===== src/hw/cwsd_consts.svh =====
// Constants for the card I/O write strobe decoder.
// Assumes inclusion by bare name from the design files.
`ifndef CWSD_CONSTS_SVH
`define CWSD_CONSTS_SVH
`define CWSD_DATA_W 16
`define CWSD_ADDR_W 3
`define CWSD_SYNC_STAGES 2
`define CWSD_ROLE_PRIMARY 1'h1
`define CWSD_ROLE_SECONDARY 1'h0
`define CWSD_MODE_MEM 2'h0
`define CWSD_MODE_IO 2'h1
`define CWSD_MODE_IDE 2'h2
`endif


===== src/hw/cwsd_pkg.sv =====
// Types shared by the write strobe decoder files.
// Assumes the constants header is on the include path.
`include "cwsd_consts.svh"
package cwsd_pkg;
    // Interface operating mode
    typedef enum logic [1:0] {
        CWSD_MEM = `CWSD_MODE_MEM,
        CWSD_IO = `CWSD_MODE_IO,
        CWSD_IDE = `CWSD_MODE_IDE
    } cwsd_mode_e;
    // Captured register write
    typedef struct packed {
        logic [`CWSD_ADDR_W-1:0] addr;
        logic [`CWSD_DATA_W-1:0] data;
    } cwsd_wr_s;
    // Host bus pins after sampling
    typedef struct packed {
        logic io_write_strobe_n;
        logic oe_strobe_n;
        logic device_role_strap_n;
        logic ide_mode_select_n;
    } cwsd_pins_s;
endpackage


===== src/hw/cwsd_sync.sv =====
// Two-stage synchroniser for a group of host pins.
// Assumes pins are asynchronous to i_sys_clk.
`timescale 1ns/100ps
`default_nettype none
module cwsd_sync #(
    parameter int WIDTH = 4,
    parameter logic [WIDTH-1:0] RST_VAL = '1
) (
    // Clock and reset
    input wire logic i_sys_clk,
    input wire logic i_reset_n,
    // Pins in, synced out
    input wire logic [WIDTH-1:0] i_async,
    output logic [WIDTH-1:0] o_sync
);
    // All state in one struct
    typedef struct packed {
        logic [WIDTH-1:0] s1;
        logic [WIDTH-1:0] s2;
    } cwsd_sync_s;
    cwsd_sync_s st_q, st_d;
    ////////////////////////////////////////////////////////////////
    // Next state: stage one is read only by stage two
    always_comb begin
        st_d.s1 = i_async;
        st_d.s2 = st_q.s1;
    end
    // Register; reset value is the idle level of the pins it carries,
    // so nothing downstream sees a false edge as reset lets go
    always_ff @(posedge i_sys_clk or negedge i_reset_n) begin
        if (!i_reset_n) begin
            st_q <= '{s1: RST_VAL, s2: RST_VAL};
        end else begin
            st_q <= st_d;
        end
    end
    assign o_sync = st_q.s2;
endmodule
`default_nettype wire


===== src/hw/cwsd_top.sv =====
// Card-side decoder for the host I/O write strobe and device role strap.
// Assumes host pins are asynchronous; controller registers sit downstream.
`timescale 1ns/100ps
`default_nettype none
`include "cwsd_consts.svh"
module cwsd_top #(
    parameter int DATA_W = `CWSD_DATA_W,
    parameter int ADDR_W = `CWSD_ADDR_W
) (
    // Clock and reset
    input wire logic i_sys_clk,
    input wire logic i_reset_n,
    // Host pins (asynchronous)
    input wire logic i_io_write_strobe_n,
    input wire logic i_oe_strobe_n,
    input wire logic i_device_role_strap_n,
    input wire logic i_ide_mode_select_n,
    input wire logic [ADDR_W-1:0] i_addr,
    input wire logic [DATA_W-1:0] i_data,
    // Mode from card configuration logic
    input wire logic i_io_mode,
    // Burst control from the DMA engine
    input wire logic i_udma_start,
    // Register write port
    output logic o_reg_wr,
    output logic [ADDR_W-1:0] o_reg_addr,
    output logic [DATA_W-1:0] o_reg_data,
    // Read enable to the data path
    output logic o_reg_rd_en,
    // Status
    output logic o_udma_active,
    output logic o_udma_stop,
    output logic o_role_primary,
    output cwsd_pkg::cwsd_mode_e o_mode
);
    import cwsd_pkg::*;
    ////////////////////////////////////////////////////////////////
    // Pin synchroniser: strobes, strap, mode select
    // Pins idle high, so the synchroniser resets to ones; the strobe
    // edge detector fed by it then sees no false edge after reset.
    logic [3:0] pins_raw;
    logic [3:0] pins_syn;
    cwsd_pins_s pins;
    assign pins_raw = {i_io_write_strobe_n, i_oe_strobe_n, i_device_role_strap_n, i_ide_mode_select_n};
    cwsd_sync #(
        .WIDTH(4),
        .RST_VAL(4'hF)
    ) u_sync (
        .i_sys_clk(i_sys_clk),
        .i_reset_n(i_reset_n),
        .i_async(pins_raw),
        .o_sync(pins_syn)
    );
    assign pins = cwsd_pins_s'(pins_syn);
    ////////////////////////////////////////////////////////////////
    // Bus synchroniser: address and data pass the same two stages as
    // the strobe, so the synced bus lines up with the synced strobe and
    // no logic reads a raw pin. Costs a flop pair per bus bit.
    localparam int BUS_W = ADDR_W + DATA_W;
    logic [BUS_W-1:0] bus_raw;   // Address over data, straight from the pins
    logic [BUS_W-1:0] bus_syn;   // Same, two clocks later
    logic [ADDR_W-1:0] bus_addr; // Synced address
    logic [DATA_W-1:0] bus_data; // Synced data
    assign bus_raw = {i_addr, i_data};
    cwsd_sync #(
        .WIDTH(BUS_W),
        .RST_VAL('0)
    ) u_bus_sync (
        .i_sys_clk(i_sys_clk),
        .i_reset_n(i_reset_n),
        .i_async(bus_raw),
        .o_sync(bus_syn)
    );
    assign bus_addr = bus_syn[BUS_W-1:DATA_W];
    assign bus_data = bus_syn[DATA_W-1:0];
    ////////////////////////////////////////////////////////////////
    // The host holds address and data across the strobe, so the synced
    // bus is staged while the synced strobe is low and handed on at its
    // rise; the strobe edge is what matters, not the bus timing.
    typedef struct packed {
        logic strb_prev;     // Previous synced strobe level
        logic [ADDR_W-1:0] addr_hold;
        logic [DATA_W-1:0] data_hold;
        logic wr;            // One-cycle write pulse
        logic [ADDR_W-1:0] wr_addr;
        logic [DATA_W-1:0] wr_data;
        logic udma;          // Burst in progress
        logic stop;          // One-cycle stop pulse
        logic role_primary;  // Latched role
        logic role_taken;    // Strap sampled once after reset
        logic [1:0] role_wait; // Clocks since reset, until the strap is synced
        logic stop_tail;     // Host stop still low after the burst ended
        cwsd_mode_e mode;    // Registered operating mode
    } cwsd_top_s;
    cwsd_top_s st_q, st_d;
    // Mode decode from select pin and configuration
    // The select pin wins: a low pin means IDE whatever the config says
    function automatic cwsd_mode_e decode_mode(input logic sel_n, input logic io);
        if (!sel_n) begin
            decode_mode = CWSD_IDE;
        end else if (io) begin
            decode_mode = CWSD_IO;
        end else begin
            decode_mode = CWSD_MEM;
        end
    endfunction
    ////////////////////////////////////////////////////////////////
    // Next-state logic
    // Edges are found on the synced strobe only; a strobe phase shorter
    // than one clock may be missed, which the host timing rules out.
    // Write and stop pulses default low so each lasts one clock.
    always_comb begin
        logic rise;
        logic fall;
        rise = 1'b0;
        fall = 1'b0;
        st_d = st_q;
        st_d.wr = 1'b0;
        st_d.stop = 1'b0;
        st_d.mode = decode_mode(pins.ide_mode_select_n, i_io_mode);
        st_d.strb_prev = pins.io_write_strobe_n;
        rise = pins.io_write_strobe_n & ~st_q.strb_prev;
        fall = ~pins.io_write_strobe_n & st_q.strb_prev;
        // Strap caught once, only after the synchroniser holds the real
        // pin level; before that it still shows its reset ones, which
        // would read as an open strap on every board.
        if (st_q.role_wait != 2'(`CWSD_SYNC_STAGES)) begin
            st_d.role_wait = st_q.role_wait + 2'h1;
        end else if (!st_q.role_taken) begin
            st_d.role_taken = 1'b1;
            st_d.role_primary = pins.device_role_strap_n ? `CWSD_ROLE_SECONDARY
                                                         : `CWSD_ROLE_PRIMARY;
        end
        // Latch synced bus while synced strobe low; valid at the trailing edge
        if (!pins.io_write_strobe_n) begin
            st_d.addr_hold = bus_addr;
            st_d.data_hold = bus_data;
        end
        unique case (st_q.mode)
            CWSD_MEM: begin
                // Strobe has no meaning here; burst state cleared
                st_d.udma = 1'b0;
                st_d.stop_tail = 1'b0;
            end
            CWSD_IO: begin
                st_d.udma = 1'b0;
                st_d.stop_tail = 1'b0;
                if (rise) begin
                    st_d.wr = 1'b1;
                    st_d.wr_addr = st_q.addr_hold;
                    st_d.wr_data = st_q.data_hold;
                end
            end
            CWSD_IDE: begin
                if (st_q.udma) begin
                    // Pin is STOP; asserted host stop ends the burst
                    // Only the falling edge counts; a level would re-end
                    // a burst that was started again too soon
                    if (fall) begin
                        st_d.udma = 1'b0;
                        st_d.stop = 1'b1;
                        st_d.stop_tail = 1'b1;
                    end
                end else begin
                    // Burst may begin only with strobe deasserted
                    if (i_udma_start && pins.io_write_strobe_n) begin
                        st_d.udma = 1'b1;
                        st_d.stop_tail = 1'b0;
                    end else if (rise && st_q.stop_tail) begin
                        // Host releasing its stop after the burst: no register load
                        st_d.stop_tail = 1'b0;
                    end else if (rise) begin
                        st_d.wr = 1'b1;
                        st_d.wr_addr = st_q.addr_hold;
                        st_d.wr_data = st_q.data_hold;
                    end
                end
            end
            default: begin
                // Reserved code: treat as memory mode
                st_d.udma = 1'b0;
                st_d.stop_tail = 1'b0;
            end
        endcase
    end
    ////////////////////////////////////////////////////////////////
    // State register
    // Reset loads constants only; role and mode become valid again a few
    // clocks after release, once the synchronisers have refilled.
    always_ff @(posedge i_sys_clk or negedge i_reset_n) begin
        if (!i_reset_n) begin
            st_q <= '{strb_prev: 1'b1, addr_hold: '0, data_hold: '0, wr: 1'b0, wr_addr: '0,
                      wr_data: '0, udma: 1'b0, stop: 1'b0, role_primary: 1'b0, role_taken: 1'b0,
                      role_wait: 2'h0, stop_tail: 1'b0, mode: CWSD_MEM};
        end else begin
            st_q <= st_d;
        end
    end
    ////////////////////////////////////////////////////////////////
    // Outputs: data and status straight from flip-flops; the read enable
    // is a handshake qualifier, so it is gated from synced flops directly
    assign o_reg_wr = st_q.wr;
    assign o_reg_addr = st_q.wr_addr;
    assign o_reg_data = st_q.wr_data;
    assign o_reg_rd_en = ~pins.oe_strobe_n && (st_q.mode != CWSD_MEM) && !st_q.udma;
    assign o_udma_active = st_q.udma;
    assign o_udma_stop = st_q.stop;
    assign o_role_primary = st_q.role_primary;
    assign o_mode = st_q.mode;
endmodule
`default_nettype wire


===== config.mk =====
export PLATFORM = sky130hd
export DESIGN_NAME = cwsd_top
export DESIGN_NICKNAME = d
export VERILOG_FILES = /design/src/hw/cwsd_pkg.sv /design/src/hw/cwsd_sync.sv /design/src/hw/cwsd_top.sv
export VERILOG_INCLUDE_DIRS = /design/src /design/src/hw
export SDC_FILE = /design/constraint.sdc
export NUM_CORES = 1
export LEC_CHECK = 0
export ABC_AREA = 1
export BUFFER_PORTS_ARGS = -buffer_cell sky130_fd_sc_hd__buf_2
export CORE_UTILIZATION = 55
export CTS_CLUSTER_SIZE = 24
export DETAILED_ROUTE_END_ITERATION = 10
export MAX_ROUTING_LAYER = met4
export PLACE_DENSITY = 0.78
export SYNTH_ARGS = -nofsm -noshare
export SYNTH_HDL_FRONTEND = slang
export SYNTH_HIERARCHICAL = 1
export SYNTH_SLANG_ARGS = --single-unit

===== constraint.sdc =====
create_clock -name i_sys_clk -period 2.4 [get_ports i_sys_clk]
set_clock_uncertainty 0.2 [all_clocks]
set_input_delay 0.24 -clock i_sys_clk [delete_from_list [all_inputs] [get_ports i_sys_clk]]
set_output_delay 0.24 -clock i_sys_clk [all_outputs]
set_load 0.01 [all_outputs]

==> summary.md <==
| Metric | Value |
|---|---|
| Fin crit share | 79.33% |
| Remaining global-route overflow | 0 |
| Final instance count without filler cells | 460 |
| Vias | 2095 |
| IO Pins | 53 |
| Total track usage | 19.13% |
| Starting Density | 57.14% |
| 1st-pass router iterations | 4 |
| Post-synthesis cell type count | 21 |
| Fillcell total | 456 |
| CTS sink cnt | 95 |
| Slew Limit Fails | 0 |
| Die width | 80.66 um |
| CP endpoint kind | register |
| Post-DP HPWL | 3225 um |
| 1st-iter DRT viols | about 140 |
| Maximum vdd ir drop | around 400 uV |
| CTS root buf | clkbuf_8 |
| CP startpoint | o_mode[0] |
| Die area | 6506 sq um |
| Vias in the first global route | slightly below 2000 |
| R2r setup slk | 0.50 ns |
| Tmin final | 1.904 ns |
| R2r endpoint | o_reg_addr[0] |
| Mapped Nets | 350 |
| Clock tree buffer depth | 2 |
| Max-Cap Viols | 0 |
| Drt total wl | 5121 um |
| Worst Tran Pin Value | 0.6259 ns |
| Diode count | 0 |
| Setup crit end | o_reg_addr[0] |
| Critical R2R Launch | o_mode[0] |
| Setup ws final | ~0.50 ns |
| Fin nets | 411 |
| Seq/Total Area, Yosys | about 70% |
| Routed wire length per instance | 11.13 um |
| Post-cts resize count | 0 |
| Outcome | finished, final reports clean |
| Cts bufs inserted | 9 |
| FF/Latch Area | 2389 sq um |
| IO Port Bufs | 52 |
| Synth Area per Inst | 10.67 sq um |
| Post-layout util | between 60% and 70% |
| RSZ-0062 raised after global routing | false |
| Worst Path Arrival | a little under 2 ns |
| CTS H-Tree Depth | 3 |
| Setup Viol. Count Final | 0 |
| CTS tree | built |
| Clk_lat worst skew | 0.34 ns |
| Fin. Hold Viols | 0 |
| Count of state elements after synthesis | 95 |
| Pwr/cell area | 777.8 nW/um^2 |
| Die Y | ~80 um |
| Worst-path fanout max | 38 |
| First-pass GRT wire length | just under 9000 um |
| R2r worst-path depth | 10 |
| Layout cells sized above 1 | 21.04% |
| Drt drc | 0 |
| Total power | 3.119 mW |
| Cells after Synth | 319 |
| Core area | 5956 sq um |
| Post-route ant nets | 0 |
| Multi-input gate area | around 700 sq um |
| Worst setup SP type | register |
| Setup_tns | 0 ns |
| Worst hold path type | in2reg |
| Worst slew margin | 58.27% |
| # rows | 28 |
| Initial antenna violation count | 0 |
| Placed cells | roughly 420 |
| Drt via density | 4.554 |
| Clk slew on worst S/H paths | 0.09 ns |
| Warning count from the yosys run | 6 |
| WP data required | 2.44 ns |
| P_leak | 2.195 nW |
| Maximum achievable frequency | 525.2 MHz |
| Post-synthesis cell area | 3403 sq um |
| Gpl congestion | 0.7141 |
| Setup CP Type | reg2reg |
| Largest net degree at the start of global routing | 52 |
| Worst slack at placement | between 0.5 and 0.6 ns |
| Synthesis-to-finish area growth | 17.83% |
[cell type report]
cell class	count	area share, %
multi-input cells	165	17.29
flip-flops and latches	95	59.56
inverters	29	2.714
repair buffers	80	13.67
clock buffers	12	3.619
clock inverters	4	0.8112
well taps	75	2.340
[worst max-delay path, stage by stage, from the launching register on]
cell	delay (ns)
dfrtp_1	0.40
inv_1	0.09
ha_1	0.26
inv_1	0.06
nand2_1	0.06
nand2_1	0.07
nand3_1	0.08
buf_4	0.33
nand2_1	0.10
nand2_1	0.08
nor2_1	0.05
[registers in the layout, indices dropped and copies added (netlist names), 2 cells and up]
| signal | count |
|---|---|
| u_sync/st_d | 4 |
| st_q | 24 |
| u_bus_sync/st_d | 19 |
| u_sync/o_sync | 4 |
| o_mode | 2 |
| u_bus_sync/o_sync | 19 |
| o_reg_addr | 3 |
| o_reg_data | 16 |
[cell families after synthesis]
logic type / synth area share, %
AO/OA/AOI/OAI: 1.213
XOR/XNOR: 0.2574
adder cells (fa/ha/maj): 1.471
buffers and inverters: 9.448
flip-flops: 70.18
AND/OR/NAND/NOR: 17.43
[worst min path at each step]
stage	from	to	slack [ns]	cells past startpoint
global placement	i_reset_n	o_reg_data[8]	0.10	1
finish	i_udma_start	st_q[2]	0.05	4
detailed placement	i_reset_n	o_reg_data[8]	0.11	1
CTS	i_udma_start	st_q[2]	0.02	4
global route	i_udma_start	st_q[2]	0.07	4
floorplan	i_reset_n	o_mode[0]	-0.26	0
[cells in the mapped netlist]
cell	instances	share of area [%]
o211a_1	1	0.29
nand4_1	1	0.18
buf_4	22	4.9
inv_2	1	0.11
or2_2	1	0.18
nand3b_2	1	0.33
buf_2	2	0.29
dfrtp_1	86	63
clkbuf_1	4	0.44
nor3_1	2	0.29
nand2_1	104	11
ha_1	4	1.5
dfstp_2	9	6.9
a31oi_1	1	0.18
nand3_1	3	0.44
nor2_1	41	4.5
inv_1	28	3.1
buf_6	2	0.66
o21ai_0	1	0.15
xnor2_1	1	0.26
a21oi_1	4	0.59
[power breakdown]
| part | internal [mW] | total, mW | switching (mW) |
|---|---|---|---|
| Combinational | 0.163 | 0.381 | 0.218 |
| Sequential | 1.74 | 1.81 | 0.0660 |
| Clock | 0.411 | 0.929 | 0.518 |
| Total | 2.32 | 3.12 | 0.801 |
[metal layers]
metal | wire (um) | GRT usage (%)
met1 | 2442 | 25.10
met2 | 2353 | 28.31
met3 | 260 | 4.091
met4 | 64 | 9.821
met5 | 0 | -
[stage by stage]
stage	hold WS, ns	instance area, sq um
after floorplan	-0.2556	3403
after global placement	0.1008	3582
after detailed placement	0.1062	3582
after CTS	0.02339	4010
after global routing	0.07266	4010
final	0.04738	4010
[cells in the final DEF (no fill, tap or decap), types with 3 or more instances in the layout]
master and instances:
a21oi_1 4, inv_1 28, clkbuf_8 10, buf_2 51
dfrtp_1 86, dfstp_2 9, buf_4 3, nor2_1 41
nand2_1 104, nand3_1 3, dlygate4sd3_1 25, ha_1 4
[timing repair]
action / CTS / global route
hold buffers: 25 / 0
setup buffers: 0 / 0
endpoints found under the hold margin: 67 / 0
endpoints found under the setup margin: 0 / 0
(Power assumes the default switching activity.)
